**src/pkg/rtck_pkg.sv**
```systemverilog
package rtck_pkg;
    // register map
    localparam logic [7:0] ADDR_CAL    = 8'h96;
    localparam logic [7:0] ADDR_TA     = 8'hC7;
    localparam logic [7:0] ADDR_XIE    = 8'hE8;
    localparam logic [7:0] ADDR_XIP    = 8'hF8;
    localparam logic [7:0] ADDR_AL_SS  = 8'hF2;
    localparam logic [7:0] ADDR_AL_SEC = 8'hF3;
    localparam logic [7:0] ADDR_AL_MIN = 8'hF4;
    localparam logic [7:0] ADDR_AL_HR  = 8'hF5;
    localparam logic [7:0] ADDR_CTL    = 8'hF9;
    localparam logic [7:0] ADDR_SS     = 8'hFA;
    localparam logic [7:0] ADDR_SEC    = 8'hFB;
    localparam logic [7:0] ADDR_MIN    = 8'hFC;
    localparam logic [7:0] ADDR_HR     = 8'hFD;
    localparam logic [7:0] ADDR_DAY_LO = 8'hFE;
    localparam logic [7:0] ADDR_DAY_HI = 8'hFF;
    // control register fields
    localparam int CTL_RUN  = 0;
    localparam int CTL_FLAG = 1;
    localparam int CTL_WUL  = 2;
    localparam int CTL_RUL  = 3;
    localparam int CTL_ME_LO = 4;
    localparam int CTL_ME_HI = 7;
    localparam int XIRQ_BIT = 5;
    // calibration fields
    localparam int CAL_TICK_OUT = 7;
    localparam int CAL_LOAD     = 6;
    localparam logic [5:0] CAL_TRIM_FALLBACK = 6'h25;
    // timed unlock keys
    localparam logic [7:0] TA_KEY1 = 8'hAA;
    localparam logic [7:0] TA_KEY2 = 8'h55;
    // counting limits
    localparam logic [7:0] MAX_MIN_SEC = 8'h3B;
    localparam logic [4:0] MAX_HOUR    = 5'h17;
    localparam logic [2:0] DOW_LAST    = 3'h7;
    localparam logic [2:0] DOW_FIRST   = 3'h1;
    // timing
    localparam int PRESCALE       = 128;
    localparam int PRESCALE_HALF  = 64;
    localparam int CLK_PERIOD_NS  = 20;
    localparam int WINDOW_NS      = 1950000;
    localparam int WINDOW_CYCLES  = WINDOW_NS / CLK_PERIOD_NS;
    localparam int MC_CLOCKS      = 4;
    localparam int TA_SPAN_MC     = 3;
    localparam int TA_SPAN_CYCLES = TA_SPAN_MC * MC_CLOCKS;

    typedef enum logic [1:0] {
        TA_IDLE  = 2'b00,
        TA_KEYED = 2'b01,
        TA_OPEN  = 2'b10
    } rtck_ta_t;
endpackage

```
**src/pkg/rtck_if.sv**
```systemverilog
`timescale 1ns/10ps
interface rtck_if;
    logic        tick;
    logic        run;
    logic        restart_half;
    logic        apply;
    logic        clr_ss;
    logic        wr_en;
    logic [2:0]  wr_idx;
    logic [7:0]  wdata;
    logic [7:0]  ss;
    logic [7:0]  sec;
    logic [7:0]  min;
    logic [7:0]  hour;
    logic [15:0] day;

    modport tick_src (input run, input restart_half, output tick);
    modport tick_dst (output run, output restart_half, input tick);
    modport cnt_core (input apply, input clr_ss, input wr_en, input wr_idx, input wdata,
                      output ss, output sec, output min, output hour, output day);
    modport cnt_ctl  (output apply, output clr_ss, output wr_en, output wr_idx, output wdata,
                      input ss, input sec, input min, input hour, input day);
endinterface

```
**src/core/rtck_core.sv**
```systemverilog
// Contract
// - setting run enable starts crystal amplifier and counting
// - clearing run enable stops counting at once, settings kept
// - setting run enable again resumes from held values
// - time counters at FAh..FFh with documented widths
// - time reads need read unlock, writes need write unlock
// - unlock suspends updates at most 1.95 ms, then window closes
// - tick during suspension is held and applied when unlock clears
// - ticks every 3.90625 ms; first after write unlock falls is half
// - subsecond ignores writes, cleared when write unlock falls
// - write unlock changes only through completed timed unlock or window timeout
// - control register F9h bit layout
// - calibration at 96h; tick-out and trim need timed unlock
// - alarm registers F2h..F5h, always writable
// - alarm irq enable and priority at bit 5, reset 0
// - time, alarm and most control survive processor reset
// - written time values are not validated
// - alarm raises interrupt and wakes from stop
// - weekday counts on hour wrap, 7 to 1, zero frozen
// - all match enables clear disables alarm and clears flag
`timescale 1ns/10ps
module rtck_core
    import rtck_pkg::*;
#(
    parameter int WINDOW_CYCLES_P = rtck_pkg::WINDOW_CYCLES
)
(
    input  wire logic       clk_in,
    input  wire logic       nrst_in,
    input  wire logic       xtal_in,
    input  wire logic [7:0] sfr_addr_in,
    input  wire logic       sfr_wr_in,
    input  wire logic       sfr_rd_in,
    input  wire logic [7:0] sfr_wdata_in,
    output logic [7:0]      sfr_rdata_out,
    output logic            xtal_amp_en_out,
    output logic            tick4k_out,
    output logic            alarm_irq_out,
    output logic            alarm_irq_priority_out,
    output logic            stop_wake_out
);
    localparam int WW = $clog2(WINDOW_CYCLES_P + 1);
    localparam int TW = $clog2(TA_SPAN_CYCLES + 1);

    logic [1:0]    rst_sync_reg;
    logic          rst_n;
    rtck_ta_t      ta_reg, ta_next;
    logic [TW-1:0] ta_cnt_reg, ta_cnt_next;
    logic          rul_reg, rul_next;
    logic          wul_reg, wul_next;
    logic [WW-1:0] win_reg, win_next;
    logic          pend_reg, pend_next;
    logic          applied_reg, applied_next;
    logic          ien_reg, ien_next;
    logic          ipr_reg, ipr_next;
    logic          tko_reg, tko_next;
    logic [7:0]    rdata_reg, rdata_next;
    logic          run_reg, run_next;
    logic          flag_reg, flag_next;
    logic [3:0]    me_reg, me_next;
    logic [6:0]    cal_reg, cal_next;
    logic [7:0]    al_ss_reg, al_ss_next;
    logic [7:0]    al_sec_reg, al_sec_next;
    logic [7:0]    al_min_reg, al_min_next;
    logic [7:0]    al_hr_reg, al_hr_next;
    logic          susp;
    logic          ta_open;
    logic          wr_ctl;
    logic          wr_cal;
    logic          wr_ta;
    logic          hit;
    logic          trim_ok;
    logic [7:0]    ctl_view;

    rtck_if tk ();

    always_ff @(posedge clk_in or negedge nrst_in)
    begin
        if (!nrst_in)
            rst_sync_reg <= 2'b00;
        else
            rst_sync_reg <= {rst_sync_reg[0], 1'b1};
    end
    assign rst_n = rst_sync_reg[1];

    assign wr_ctl  = sfr_wr_in && (sfr_addr_in == ADDR_CTL);
    assign wr_cal  = sfr_wr_in && (sfr_addr_in == ADDR_CAL);
    assign wr_ta   = sfr_wr_in && (sfr_addr_in == ADDR_TA);
    assign ta_open = (ta_reg == TA_OPEN);
    assign susp    = rul_reg | wul_reg;
    assign ctl_view = {me_reg, rul_reg, wul_reg, flag_reg, run_reg};

    always_comb
    begin
        ta_next = ta_reg;
        ta_cnt_next = ta_cnt_reg + TW'(1);
        case (ta_reg)
            TA_IDLE:
            begin
                ta_cnt_next = '0;
            end
            TA_KEYED:
            begin
                if (wr_ta && sfr_wdata_in == TA_KEY2)
                begin
                    ta_next = TA_OPEN;
                    ta_cnt_next = '0;
                end
                else if (ta_cnt_reg == TW'(TA_SPAN_CYCLES - 1))
                    ta_next = TA_IDLE;
            end
            TA_OPEN:
            begin
                // one protected write per sequence
                if (wr_ctl || wr_cal || ta_cnt_reg == TW'(TA_SPAN_CYCLES - 1))
                    ta_next = TA_IDLE;
            end
            default:
            begin
                ta_next = TA_IDLE;
            end
        endcase
        if (wr_ta && sfr_wdata_in == TA_KEY1)
        begin
            ta_next = TA_KEYED;
            ta_cnt_next = '0;
        end
    end

    always_ff @(posedge clk_in or negedge rst_n)
    begin
        if (!rst_n)
        begin
            ta_reg <= TA_IDLE;
            ta_cnt_reg <= '0;
        end
        else
        begin
            ta_reg <= ta_next;
            ta_cnt_reg <= ta_cnt_next;
        end
    end

    // alarm checked once per applied tick, enabled fields must all match
    assign hit = applied_reg && (me_reg != 4'h0)
        && (!me_reg[3] || tk.ss == al_ss_reg)
        && (!me_reg[2] || tk.sec == al_sec_reg)
        && (!me_reg[1] || tk.min == al_min_reg)
        && (!me_reg[0] || tk.hour[4:0] == al_hr_reg[4:0]);
    assign trim_ok = ({sfr_wdata_in[5], sfr_wdata_in[3], sfr_wdata_in[1]}
        == ~{sfr_wdata_in[4], sfr_wdata_in[2], sfr_wdata_in[0]});

    // volatile control: cleared by processor reset
    always_comb
    begin
        rul_next = rul_reg;
        wul_next = wul_reg;
        win_next = '0;
        pend_next = 1'b0;
        ien_next = ien_reg;
        ipr_next = ipr_reg;
        tko_next = tko_reg;
        rdata_next = rdata_reg;
        applied_next = tk.apply;
        if (wr_ctl)
        begin
            rul_next = sfr_wdata_in[CTL_RUL];
            if (ta_open)
                wul_next = sfr_wdata_in[CTL_WUL];
        end
        if (susp)
        begin
            win_next = win_reg + WW'(1);
            if (win_reg == WW'(WINDOW_CYCLES_P - 1))
            begin
                rul_next = 1'b0;
                wul_next = 1'b0;
                win_next = '0;
            end
        end
        if (susp)
            pend_next = pend_reg | tk.tick;
        if (sfr_wr_in && sfr_addr_in == ADDR_XIE)
            ien_next = sfr_wdata_in[XIRQ_BIT];
        if (sfr_wr_in && sfr_addr_in == ADDR_XIP)
            ipr_next = sfr_wdata_in[XIRQ_BIT];
        if (wr_cal && ta_open)
            tko_next = sfr_wdata_in[CAL_TICK_OUT] & trim_ok;
        if (sfr_rd_in)
        begin
            case (sfr_addr_in)
                ADDR_CAL:    rdata_next = {tko_reg, cal_reg};
                ADDR_XIE:    rdata_next = 8'(ien_reg) << XIRQ_BIT;
                ADDR_XIP:    rdata_next = 8'(ipr_reg) << XIRQ_BIT;
                ADDR_AL_SS:  rdata_next = al_ss_reg;
                ADDR_AL_SEC: rdata_next = al_sec_reg;
                ADDR_AL_MIN: rdata_next = al_min_reg;
                ADDR_AL_HR:  rdata_next = al_hr_reg;
                ADDR_CTL:    rdata_next = ctl_view;
                ADDR_SS:     rdata_next = rul_reg ? tk.ss : 8'h00;
                ADDR_SEC:    rdata_next = rul_reg ? tk.sec : 8'h00;
                ADDR_MIN:    rdata_next = rul_reg ? tk.min : 8'h00;
                ADDR_HR:     rdata_next = rul_reg ? tk.hour : 8'h00;
                ADDR_DAY_LO: rdata_next = rul_reg ? tk.day[7:0] : 8'h00;
                ADDR_DAY_HI: rdata_next = rul_reg ? tk.day[15:8] : 8'h00;
                default:     rdata_next = 8'h00;
            endcase
        end
    end

    always_ff @(posedge clk_in or negedge rst_n)
    begin
        if (!rst_n)
        begin
            rul_reg <= 1'b0;
            wul_reg <= 1'b0;
            win_reg <= '0;
            pend_reg <= 1'b0;
            applied_reg <= 1'b0;
            ien_reg <= 1'b0;
            ipr_reg <= 1'b0;
            tko_reg <= 1'b0;
            rdata_reg <= 8'h00;
        end
        else
        begin
            rul_reg <= rul_next;
            wul_reg <= wul_next;
            win_reg <= win_next;
            pend_reg <= pend_next;
            applied_reg <= applied_next;
            ien_reg <= ien_next;
            ipr_reg <= ipr_next;
            tko_reg <= tko_next;
            rdata_reg <= rdata_next;
        end
    end

    // battery-backed control and alarm state
    always_comb
    begin
        run_next = run_reg;
        flag_next = flag_reg;
        me_next = me_reg;
        cal_next = cal_reg;
        al_ss_next = al_ss_reg;
        al_sec_next = al_sec_reg;
        al_min_next = al_min_reg;
        al_hr_next = al_hr_reg;
        if (wr_ctl)
        begin
            me_next = sfr_wdata_in[CTL_ME_HI:CTL_ME_LO];
            flag_next = sfr_wdata_in[CTL_FLAG];
            run_next = sfr_wdata_in[CTL_RUN];
        end
        // hardware set wins over a software clear
        if (hit)
            flag_next = 1'b1;
        if (me_next == 4'h0)
            flag_next = 1'b0;
        if (wr_cal)
        begin
            cal_next[CAL_LOAD] = sfr_wdata_in[CAL_LOAD];
            if (ta_open)
                cal_next[5:0] = trim_ok ? sfr_wdata_in[5:0] : CAL_TRIM_FALLBACK;
        end
        if (sfr_wr_in)
        begin
            case (sfr_addr_in)
                ADDR_AL_SS:  al_ss_next = sfr_wdata_in;
                ADDR_AL_SEC: al_sec_next = sfr_wdata_in;
                ADDR_AL_MIN: al_min_next = sfr_wdata_in;
                ADDR_AL_HR:  al_hr_next = sfr_wdata_in;
                default:     al_ss_next = al_ss_next;
            endcase
        end
    end

    always_ff @(posedge clk_in)
    begin
        run_reg <= run_next;
        flag_reg <= flag_next;
        me_reg <= me_next;
        cal_reg <= cal_next;
        al_ss_reg <= al_ss_next;
        al_sec_reg <= al_sec_next;
        al_min_reg <= al_min_next;
        al_hr_reg <= al_hr_next;
    end

    assign tk.run = run_reg;
    // half interval after write unlock falls
    assign tk.restart_half = wul_reg & ~wul_next;
    assign tk.clr_ss = wul_reg & ~wul_next;
    assign tk.apply = ~susp & (pend_reg | tk.tick);
    assign tk.wr_en = sfr_wr_in && wul_reg && (sfr_addr_in[7:3] == ADDR_SS[7:3])
        && (sfr_addr_in[2:0] >= ADDR_SEC[2:0]);
    assign tk.wr_idx = sfr_addr_in[2:0];
    assign tk.wdata = sfr_wdata_in;

    rtck_tick_gen u_tick (
        .clk_in         (clk_in),
        .rst_n_in       (rst_n),
        .xtal_in        (xtal_in),
        .tick_out_en_in (tko_reg),
        .tick4k_out     (tick4k_out),
        .tk             (tk.tick_src)
    );

    rtck_time_count u_time (
        .clk_in (clk_in),
        .tk     (tk.cnt_core)
    );

    assign sfr_rdata_out = rdata_reg;
    assign xtal_amp_en_out = run_reg;
    assign alarm_irq_out = flag_reg & ien_reg;
    assign alarm_irq_priority_out = ipr_reg;
    assign stop_wake_out = flag_reg & ien_reg;
endmodule

```
**src/core/rtck_tick_gen.sv**
```systemverilog
`timescale 1ns/10ps
module rtck_tick_gen
    import rtck_pkg::*;
(
    input  wire logic clk_in,
    input  wire logic rst_n_in,
    input  wire logic xtal_in,
    input  wire logic tick_out_en_in,
    output logic      tick4k_out,
    rtck_if.tick_src  tk
);
    logic [2:0] sync_reg;
    logic [2:0] sync_next;
    logic [6:0] pre_reg;
    logic [6:0] pre_next;
    logic       tick_reg;
    logic       tick_next;
    logic       out_reg;
    logic       out_next;
    logic       rise;

    // stage 0 feeds only stage 1; edges are taken from stages 1 and 2
    assign rise = sync_reg[1] & ~sync_reg[2];

    always_comb
    begin
        sync_next = {sync_reg[1:0], xtal_in};
        pre_next  = pre_reg;
        tick_next = 1'b0;
        if (tk.restart_half)
            pre_next = 7'(PRESCALE_HALF);
        else if (tk.run && rise)
        begin
            pre_next = pre_reg + 7'h01;
            tick_next = (pre_reg == 7'(PRESCALE - 1));
        end
        out_next = tick_out_en_in & pre_reg[2];
    end

    always_ff @(posedge clk_in or negedge rst_n_in)
    begin
        if (!rst_n_in)
        begin
            sync_reg <= 3'h0;
            pre_reg  <= 7'h00;
            tick_reg <= 1'b0;
            out_reg  <= 1'b0;
        end
        else
        begin
            sync_reg <= sync_next;
            pre_reg  <= pre_next;
            tick_reg <= tick_next;
            out_reg  <= out_next;
        end
    end

    assign tk.tick    = tick_reg;
    assign tick4k_out = out_reg;
endmodule

```
**src/core/rtck_time_count.sv**
```systemverilog
`timescale 1ns/10ps
module rtck_time_count
    import rtck_pkg::*;
(
    input  wire logic clk_in,
    rtck_if.cnt_core  tk
);
    logic [7:0]  ss_reg,  ss_next;
    logic [7:0]  sec_reg, sec_next;
    logic [7:0]  min_reg, min_next;
    logic [7:0]  hr_reg,  hr_next;
    logic [15:0] day_reg, day_next;

    // no range check: an out-of-range value simply counts on to 8-bit wrap
    function automatic logic [7:0] step_wrap(input logic [7:0] v, input logic [7:0] last);
        step_wrap = (v == last) ? 8'h00 : v + 8'h01;
    endfunction

    always_comb
    begin
        ss_next  = ss_reg;
        sec_next = sec_reg;
        min_next = min_reg;
        hr_next  = hr_reg;
        day_next = day_reg;
        if (tk.apply)
        begin
            ss_next = ss_reg + 8'h01;
            if (ss_reg == 8'hFF)
            begin
                sec_next = step_wrap(sec_reg, MAX_MIN_SEC);
                if (sec_reg == MAX_MIN_SEC)
                begin
                    min_next = step_wrap(min_reg, MAX_MIN_SEC);
                    if (min_reg == MAX_MIN_SEC)
                    begin
                        hr_next[4:0] = hr_reg[4:0] + 5'h01;
                        if (hr_reg[4:0] == MAX_HOUR)
                        begin
                            hr_next[4:0] = 5'h00;
                            day_next = day_reg + 16'h0001;
                            if (hr_reg[7:5] == DOW_LAST)
                                hr_next[7:5] = DOW_FIRST;
                            else if (hr_reg[7:5] != 3'h0)
                                hr_next[7:5] = hr_reg[7:5] + 3'h1;
                        end
                    end
                end
            end
        end
        if (tk.wr_en)
        begin
            case (tk.wr_idx)
                ADDR_SEC[2:0]:    sec_next = tk.wdata;
                ADDR_MIN[2:0]:    min_next = tk.wdata;
                ADDR_HR[2:0]:     hr_next = tk.wdata;
                ADDR_DAY_LO[2:0]: day_next[7:0] = tk.wdata;
                ADDR_DAY_HI[2:0]: day_next[15:8] = tk.wdata;
                default:          ss_next = ss_next;
            endcase
        end
        if (tk.clr_ss)
            ss_next = 8'h00;
    end

    // battery-backed: processor reset must not touch the time
    always_ff @(posedge clk_in)
    begin
        ss_reg  <= ss_next;
        sec_reg <= sec_next;
        min_reg <= min_next;
        hr_reg  <= hr_next;
        day_reg <= day_next;
    end

    assign tk.ss   = ss_reg;
    assign tk.sec  = sec_reg;
    assign tk.min  = min_reg;
    assign tk.hour = hr_reg;
    assign tk.day  = day_reg;
endmodule

```
**config.mk**
```make
export PLATFORM = sky130hd
export DESIGN_NAME = rtck_core
export DESIGN_NICKNAME = d
export VERILOG_FILES = /design/src/pkg/rtck_pkg.sv /design/src/pkg/rtck_if.sv /design/src/core/rtck_core.sv /design/src/core/rtck_tick_gen.sv /design/src/core/rtck_time_count.sv
export SDC_FILE = /design/constraint.sdc
export NUM_CORES = 1
export LEC_CHECK = 0
export BUFFER_PORTS_ARGS = -buffer_cell sky130_fd_sc_hd__buf_2
export CAP_MARGIN = 5
export CORE_MARGIN = 2
export CORE_UTILIZATION = 30
export DETAILED_ROUTE_END_ITERATION = 8
export REMOVE_ABC_BUFFERS = 1
export SKIP_CTS_REPAIR_TIMING = 1
export SLEW_MARGIN = 20
export SYNTH_ARGS = -nofsm -noshare
export SYNTH_HDL_FRONTEND = slang
export SYNTH_SLANG_ARGS = --single-unit
export TNS_END_PERCENT = 100
```
**constraint.sdc**
```tcl
create_clock -name clk_in -period 2.1 [get_ports clk_in]
set_input_delay 0.42 -clock clk_in [delete_from_list [all_inputs] [get_ports clk_in]]
set_output_delay 0.42 -clock clk_in [all_outputs]
set_load 0.01 [all_outputs]
```
== Yosys cells after proc, flatten, opt, wreduce, memory -nomap -nowiden ==
Index checks and enable logic that the tools add are counted.

* Add/subtract/negate cells: 9
* $lt $le $gt $ge: 1
* Equality and inequality tests: 41
* Muxes and demuxes: 60
* Bitwise operators: 12
* Reductions and logical operators: 39

{| class="wikitable"
|+ Operators with widths
! kind !! number
|-
| 8-bit two-way mux || 26
|-
| 8-bit == test, second input constant || 17
|-
| 8-bit case mux with 14 select lines || 1
|-
| 16-bit two-way mux || 6
|-
| 17-bit two-way mux || 2
|-
| 8-bit by 1-bit adder with 8-bit output, second input constant || 3
|-
| 8-bit == test || 3
|-
| 17-bit by 1-bit adder with 17-bit output, second input constant || 1
|-
| 17-bit == test, second input constant || 1
|-
| 1-bit logical AND || 17
|-
| 16-bit by 1-bit adder with 16-bit output, second input constant || 1
|-
| 8-bit by 6-bit == test with 1-bit output, second input constant || 2
|-
| 3-bit == test, second input constant || 5
|-
| 7-bit two-way mux || 2
|-
| 1-bit two-way mux || 12
|-
| 4-bit two-way mux || 3
|-
| 5-bit == test, second input constant || 2
|-
| 2-bit AND reduction || 5
|-
| 8-bit by 7-bit == test with 1-bit output, second input constant || 1
|-
| 2-bit two-way mux || 4
|-
| 4-bit case mux with 2 select lines || 1
|-
| 7-bit by 1-bit adder with 7-bit output, second input constant || 1
|-
| 7-bit == test, second input constant || 1
|-
| 1-bit AND || 6
|-
| other kinds (26) || 39
|}

* Register bits: 145
* Input bits: 21
* Output and inout port bits: 13
* Word-level logic and storage cells: 192

== Logic depth before layout (Yosys ltp) ==
Gate-level depths: netlist of run 1.

* Word-level depth: 10
* Gate-level depth with buffers: 9

== By module ==
Synthesis of run 1 repeated with hierarchy kept, for this count alone.

* Cell total of the unflattened synthesis: 782
* Area, all modules: 7,662.3 µm²

{| class="wikitable"
|+ By module, submodules not included
! module !! instances !! cells each !! area each (µm²) !! seq. area each (µm²)
|-
| rtck_core || 1 || 420 || 4,599.4 || 2,302.2
|-
| rtck_time_count || 1 || 320 || 2,581.2 || 960.9
|-
| rtck_tick_gen || 1 || 42 || 481.7 || 300.3
|}

== Worst setup path after synthesis of run 1 ==
Ideal clock, no wire load.

* Kind: input to register
* From: in sfr_addr_in[0]
* To: reg al_min_reg[0] (enable)
* Setup time: 0.383 ns
* Data arrival time: 1.844 ns
* Required time: 1.717 ns
* Slack: -0.127 ns
* Cell stages on the path: 5
* Buffers on the path: 4
* Cells stage by stage: buf_2 buf_2 buf_2 clkbuf_1 nor3_1

* Cells in the longest elaborated chain, start to end: 2

{| class="wikitable"
|+ Ends and longest elaborated chain
! item !! RTL line !! source
|-
| start, declared || rtck_core.sv:31 || <nowiki>input wire logic [7:0] sfr_addr_in,</nowiki>
|-
| 8-bit == test || rtck_core.sv:269 || <nowiki>case (sfr_addr_in)</nowiki>
|-
| 2-bit AND reduction (no line) || -- ||
|-
| end signal, assigned || rtck_core.sv:287 || <nowiki>al_min_reg <= al_min_next;</nowiki>
|-
| end, declared || rtck_core.sv:64 || <nowiki>logic [7:0] al_min_reg, al_min_next;</nowiki>
|}

No other way between the ends.
A chain may end at the register's enable or synchronous reset.

== Worst setup path after layout of run 1 ==
* From: reg u_time.sec_reg[0] (netlist: u_time.tk.sec[0])
* To: reg u_time.hr_reg[4] (netlist: u_time.tk.hour[4])

* Cells in the longest elaborated chain, start to end: 6

{| class="wikitable"
|+ Ends and longest elaborated chain
! item !! RTL line !! source
|-
| start, declared || rtck_time_count.sv:9 || <nowiki>logic [7:0] sec_reg, sec_next;</nowiki>
|-
| start signal, assigned || rtck_time_count.sv:70 || <nowiki>sec_reg <= sec_next;</nowiki>
|-
| 8-bit by 6-bit == test with 1-bit output (*) || rtck_time_count.sv:32 || <nowiki>if (sec_reg == MAX_MIN_SEC)</nowiki>
|-
| 8-bit two-way mux (*) || rtck_time_count.sv:32 ||
|-
| 8-bit two-way mux (*) || rtck_time_count.sv:29 || <nowiki>if (ss_reg == 8'hFF)</nowiki>
|-
| 8-bit two-way mux (*) || rtck_time_count.sv:26 || <nowiki>if (tk.apply)</nowiki>
|-
| 8-bit two-way mux || rtck_time_count.sv:53 || <nowiki>case (tk.wr_idx)</nowiki>
|-
| 8-bit two-way mux (*) || rtck_time_count.sv:51 || <nowiki>if (tk.wr_en)</nowiki>
|-
| net u_time.hr_next[4] || rtck_time_count.sv:11 || <nowiki>logic [7:0] hr_reg, hr_next;</nowiki>
|-
| end signal, assigned || rtck_time_count.sv:72 || <nowiki>hr_reg <= hr_next;</nowiki>
|-
| end, declared || rtck_time_count.sv:11 ||
|}

Mark *: on every way through the listed nets, which the timed path passes. The rest lies on a longest branch.

==> results of run 1 <==
[kinds of logic after synthesis]
| family | synth area share [%] |
|---|---|
| flip-flops | 46.41 |
| other | 0.04884 |
| AND/OR/NAND/NOR | 22.98 |
| buffers and inverters | 3.048 |
| adder cells (fa/ha/maj) | 2.770 |
| XOR/XNOR | 8.898 |
| AO/OA/AOI/OAI | 10.66 |
| multiplexers | 5.182 |
[placed cells by master (no fill, tap or decap), types with 8 or more instances in the layout]
cell type and instances:
nor3_1 18, nand2_1 88, or3_1 10, nor2b_1 8
nand4_1 17, xor2_1 16, a21oi_1 12, a31oi_1 8
buf_4 96, mux2i_1 15, dfxtp_1 51, dfrtp_1 51
clkbuf_16 19, xnor2_1 62, mux4_2 8, nor4_4 8
nor2_1 74, ha_1 16, edfxtp_1 40, buf_2 33
inv_1 22, o21ai_1 11, a22oi_1 14, nand3_1 41
o21ai_0 35
[path summary, 6_finish.rpt]
path                             startpoint                endpoint  slack, ns  depth (start not counted)
setup / recovery           u_time.tk.sec[0]       u_time.tk.hour[4]      -0.04                          8
hold / removal                      xtal_in      u_tick.sync_reg[0]        0.1                          1
setup reg to reg           u_time.tk.sec[0]       u_time.tk.hour[4]      -0.04                          8
hold reg to reg             rst_sync_reg[0]         rst_sync_reg[1]       0.35                          0
max in group asynchronous   rst_sync_reg[1]  alarm_irq_priority_out       1.30                          1
min in group asynchronous           nrst_in         rst_sync_reg[1]       0.30                          2
[stage by stage]
| stage | std cells | cell area, sq um | hold WS, ns | utilization (%) |
|---|---|---|---|---|
| 2_1_floorplan | 749 | 7530 | 0.1244 | - |
| 3_3_place_gp | 1209 | 8875 | 0.2066 | 35.24 |
| 3_5_place_dp | 1209 | 8875 | 0.2092 | 35.24 |
| 4_1_cts | 1241 | 9449 | -0.2425 | 37.52 |
| 5_1_grt | 1249 | 9697 | 0.09706 | 38.51 |
| 6_report | 1249 | 9697 | 0.09795 | 38.51 |
[layout make-up]
class / instances / area (sq um)
Timing Repair Buffer: 138 / 1049
Clock inverter: 15 / 148.9
Fill cell: 2465 / 15480
Clock buffer: 17 / 425.4
Tap cell: 330 / 412.9
Sequential cell: 145 / 3567
Inverter: 23 / 86.33
Multi-Input combinational cell: 581 / 4008
[worst register-to-register path, cell delays in order (launching register included)]
cell       delay [ns]
dfxtp_2          0.36
ha_4             0.13
nand4_1          0.17
nor4_4           0.31
buf_4            0.18
nand4_4          0.15
clkbuf_16        0.24
or4_1            0.40
a31oi_1          0.14
[metal layers]
layer / vias up / part of all wire [%] / wire (microns)
met2: 207 / 48 / 10930
met1: 3037 / 44 / 9943
met5: - / 0 / 0
met4: 0 / 2.2 / 493
met3: 32 / 6.1 / 1391
li1: 3072 / - / -
[power by group through the flow]
stage | clock (W) | sequential [W] | combinational, W
2_1_floorplan | 0 | 0.00313 | 0.000213
3_3_place_gp | 0 | 0.00312 | 0.000476
3_5_place_dp | 0 | 0.00312 | 0.000491
4_1_cts | 0.00304 | 0.00306 | 0.000492
5_1_grt | 0.00315 | 0.00308 | 0.000542
6_report | 0.00300 | 0.00306 | 0.000489
==> results.json, run 1 <==
{
  "cp-end-kind": "flip-flop",
  "drive_gt1_share_pct": 23.94,
  "irDropWorstVdd_v": 0.0005610,
  "tightest_slew_ns": 0.6876,
  "clkPwrFrac_pct": 45.8,
  "die_x_microns": 164.0,
  "grt_pass1_wl_microns": 34570,
  "arrival_ns": 2.50,
  "synth_common_cells": "nand2_1 (88), nor2_1 (79), xnor2_1 (62)",
  "yosysMostFrequentCell": "nand2_1",
  "syn_area_sq_um": 7677,
  "die_area_sq_um": 26890,
  "yosysTopAreaCell": "dfrtp_1",
  "wl_per_cell_microns": 18.22,
  "finalWeightedCongestion": 0.9017,
  "clock-root-buffer": "clkbuf_16",
  "slowest_stage": "or4_1",
  "worst_slack_ns": -0.04065,
  "ys_ff_latch": 145,
  "p_int_w": 0.004867,
  "synthCells": 782,
  "grtUsageMet1_pct": 22.61,
  "p_per_area_nw_per_um2": 675.8,
  "syn_avg_cell_area_sq_um": 9.818,
  "cts_tree": "built",
  "grt_pass1_vias": 6108,
  "cts.sinks": 145,
  "drv_cap": 0,
  "violations": "setup timing",
  "synth_top_area_share_pct": 16.95,
  "layout_min_cycle_time_ns": 2.141,
  "num_io_pins": 34,
  "vias": 6348,
  "max_freq_ghz": 0.4671,
  "rsz0062_at_grt": "true",
  "crit_chain": "ha_4 > nand4_1 > nor4_4 > buf_4 > nand4_4 > clkbuf_16 > or4_1 > a31oi_1",
  "cts_buffer_depth": 2,
  "worst_hold_path_type": "in2reg",
  "busiest_layer": "met2",
  "hold_viol_final": 0,
  "p_sw_share_pct": 25.73,
  "criticalPathCategory": "reg2reg",
  "largest_reg_flops": 17,
  "cts_inserted_buffers": 17,
  "grt_overflow": 0,
  "hpwl_microns": 16930,
  "maxSlewHeadroom_pct": 54.03,
  "leakage_nw": 3.725,
  "path_max_fanout": 5,
  "synth-edff-count": 40,
  "clk_pin_slew_worst_paths_ns": 0.07,
  "async_reset_ff_share_pct": 35.86,
  "combPwrFrac_pct": 7.5,
  "initial_core_util_pct": 30.49,
  "route.detailed.drc": 0,
  "cpPeakStageDelay_ns": 0.39,
  "required_ns": 2.46,
  "worst-path-buf-inv": 2,
  "synth-warning-count": 0,
  "drt-pass1-iter-count": 5,
  "vias_per_cell": 5.082,
  "status": "finished, violations left",
  "htreeDepth": 4,
  "nNetsFinal": 944,
  "cpLargestDelayFamily": "simple AND/OR/NAND/NOR gates",
  "ant_nets": 0,
  "area_delta_synth_final_pct": 26.30,
  "grt_max_degree": 51,
  "netSwitchingPower_w": 0.001686,
  "grt_util_all_layers_pct": 17.18,
  "setup_tns_ns": -0.1521,
  "fin_skew_ns": 0.01376,
  "yosysSeqAreaShare_pct": 46.41,
  "setup_viol": 7,
  "grtUsageMet2_pct": 27.94,
  "drt_iter0_drc": 653,
  "yosys-top-cells-area": "dfrtp_1 (17%), edfxtp_1 (16%), dfxtp_1 (14%)",
  "final_max_slew_viol_count": 0,
  "synth_cell_types": 65,
  "num_antenna_cells": 0,
  "grt_use_met3_pct": 3.636,
  "dp_slack_ns": -0.2598,
  "p_total_w": 0.006553,
  "crit_path_start_kind": "flip-flop",
  "die_y_microns": 164.0,
  "numPortBuffers": 33,
  "ys.flop_type": "dfxtp_1",
  "core_sq_um": 25180,
  "period_share_pct": 101.9,
  "antenna_found_initial": 0,
  "drt-total-wl_microns": 22760,
  "p_seq_share_pct": 46.7,
  "clk_latency_ns": 0.43,
  "rows": 58
}
(Power assumes the default switching activity.)
==> run 2: changes to the inputs <==
--- a/config.mk
+++ b/config.mk
@@ -7,9 +7,11 @@
 export LEC_CHECK = 0
 export BUFFER_PORTS_ARGS = -buffer_cell sky130_fd_sc_hd__buf_2
 export CAP_MARGIN = 5
+export CORE_ASPECT_RATIO = 0.5
 export CORE_MARGIN = 2
 export CORE_UTILIZATION = 30
 export DETAILED_ROUTE_END_ITERATION = 8
+export RECOVER_POWER = 50
 export REMOVE_ABC_BUFFERS = 1
 export SKIP_CTS_REPAIR_TIMING = 1
 export SLEW_MARGIN = 20
==> results.json, run 2 (synthesis gave the netlist of run 1 again) <==
{
  "status": "finished clean",
  "cp-startpoint": "u_time.tk.min[1]",
  "grt_util_all_layers_pct": 17.49,
  "ant_nets": 0,
  "rrSetupSlack_ns": 0.03,
  "finalWeightedCongestion": 0.8975,
  "irDropWorstVdd_v": 0.0005784,
  "cts_buffer_depth": 2,
  "dp_cells": 1225,
  "combPwrFrac_pct": 7.5,
  "clk_latency_ns": 0.44,
  "area_delta_synth_final_pct": 25.55,
  "hpwl_microns": 17100,
  "cts.sinks": 145,
  "htreeDepth": 4,
  "antenna_found_initial": 0,
  "instances_no_fill": 1265,
  "p_sw_share_pct": 25.17,
  "vias_per_cell": 5.169,
  "final_max_slew_viol_count": 0,
  "timing.rr.end": "u_time.tk.hour[4]",
  "p_per_area_nw_per_um2": 668.7,
  "core_sq_um": 25190,
  "leakage_nw": 3.596,
  "grt_pass1_vias": 6237,
  "fin_skew_ns": 0.01446,
  "p_seq_share_pct": 47.6,
  "num_antenna_cells": 0,
  "min-delay-start": "xtal_in",
  "setup_viol": 0,
  "nNetsFinal": 946,
  "die_area_sq_um": 26970,
  "clkPwrFrac_pct": 45.0,
  "p_total_w": 0.006446,
  "clk_pin_slew_worst_paths_ns": 0.07,
  "worst_hold_path_type": "in2reg",
  "rows": 41,
  "rsz0062_at_grt": "true",
  "r2r_cells": 7,
  "rr_startpoint": "u_time.tk.min[1]",
  "grt_overflow": 0,
  "vias": 6539,
  "nFillCells": 2444,
  "layout_min_cycle_time_ns": 2.070,
  "crit_path_start_kind": "flip-flop",
  "route.detailed.drc": 0,
  "maxSlewHeadroom_pct": 15.45,
  "mostFrequentLayoutCells": "nand2_1 (88), buf_4 (85), nor2_1 (77)",
  "die_x_microns": 230.2,
  "initial_core_util_pct": 30.48,
  "layout_commonest_cell": "nand2_1",
  "drive_gt1_share_pct": 20.20,
  "drt-pass1-iter-count": 6,
  "path_max_fanout": 7,
  "numPortBuffers": 33,
  "period_share_pct": 98.55,
  "required_ns": 2.46,
  "cts_inserted_buffers": 17,
  "cp-end-kind": "flip-flop",
  "arrival_ns": 2.43,
  "die_y_microns": 117.1,
  "grt_max_degree": 51,
  "worstHoldEndpoint": "u_tick.sync_reg[0]",
  "hold_viol_final": 0,
  "drt-total-wl_microns": 23280,
  "netSwitchingPower_w": 0.001623,
  "criticalPathCategory": "reg2reg",
  "cts_tree": "built",
  "tightest_slew_ns": 1.268,
  "largest_reg_flops": 17,
  "drv_cap": 0,
  "drt_iter0_drc": 527,
  "p_int_w": 0.004823,
  "max_freq_ghz": 0.4832,
  "grt_pass1_wl_microns": 35440,
  "num_io_pins": 34,
  "clock-root-buffer": "clkbuf_16",
  "wl_per_cell_microns": 18.40,
  "whs_path_depth": 1
}
==> run 2: cell count changes in the layout (fill, tap and decap cells not counted), moves of 3 or more <==
cell	delta
buf_2	-16
nor4_4	+3
inv_8	-3
clkinvlp_4	+3
and2_1	-3
clkbuf_1	+33
nor2_1	+3
nor4_2	-3
buf_4	-11
and2_0	+3
==> run 2: cell type report <==
type	instances	area, sq um	area share [%]
multi-input cells	581	4033	41.84
repair buffers	140	972.2	10.09
clock buffers	21	440.4	4.569
clock inverters	11	108.9	1.129
flip-flops and latches	145	3568	37.02
well taps	344	430.4	4.465
inverters	23	86.33	0.8956
==> run 2: through the flow <==
step                      hold WS [ns]  instance area (sq um)  worst slack, ns  TNS [ns]  util [%]
after floorplan                 0.1244                   7530          -0.3674    -10.16         -
after global placement          0.2057                   8907          -0.1216   -0.8252     35.36
after detailed placement        0.2132                   8907          -0.1706    -1.381     35.36
after CTS                      -0.2554                   9457         -0.07048   -0.1539     37.54
after global routing           0.07914                   9639          -0.1128   -0.5683     38.27
final                          0.08334                   9639          0.03038         0     38.27
==> run 2: how the worst max path moves through the flow <==
stage                              endpoint
after global placement     sfr_rdata_out[3]
after global routing      u_time.tk.hour[6]
after CTS                 u_time.tk.hour[5]
after floorplan            u_time.tk.min[0]
final                     u_time.tk.hour[4]
after detailed placement   sfr_rdata_out[3]
==> run 2: critical path: stages, from the launching register on <==
cell and delay (ns):
dfxtp_1 0.34, ha_1 0.17, nor4b_4 0.23, and4_4 0.28
nand4_4 0.20, buf_12 0.22, or4_1 0.39, a31oi_1 0.14
==> run 2: routing by layer <==
metal  global-route usage [%]  vias to the layer above  routed length, microns
met5                        0                        -                       0
met1                    22.41                     3168                   10150
met3                    3.173                       58                    1329
met4                    8.688                        0                     861
li1                         -                     3076                       -
met2                    28.98                      237                   10930
==> run 2: power groups by stage <==
stage | clock network (W) | registers, W | logic [W]
floorplan | 0 | 0.00313 | 0.000213
global placement | 0 | 0.00311 | 0.000479
detailed placement | 0 | 0.00312 | 0.000497
CTS | 0.00294 | 0.00306 | 0.000498
global route | 0.00305 | 0.00307 | 0.000530
finish | 0.00290 | 0.00307 | 0.000481
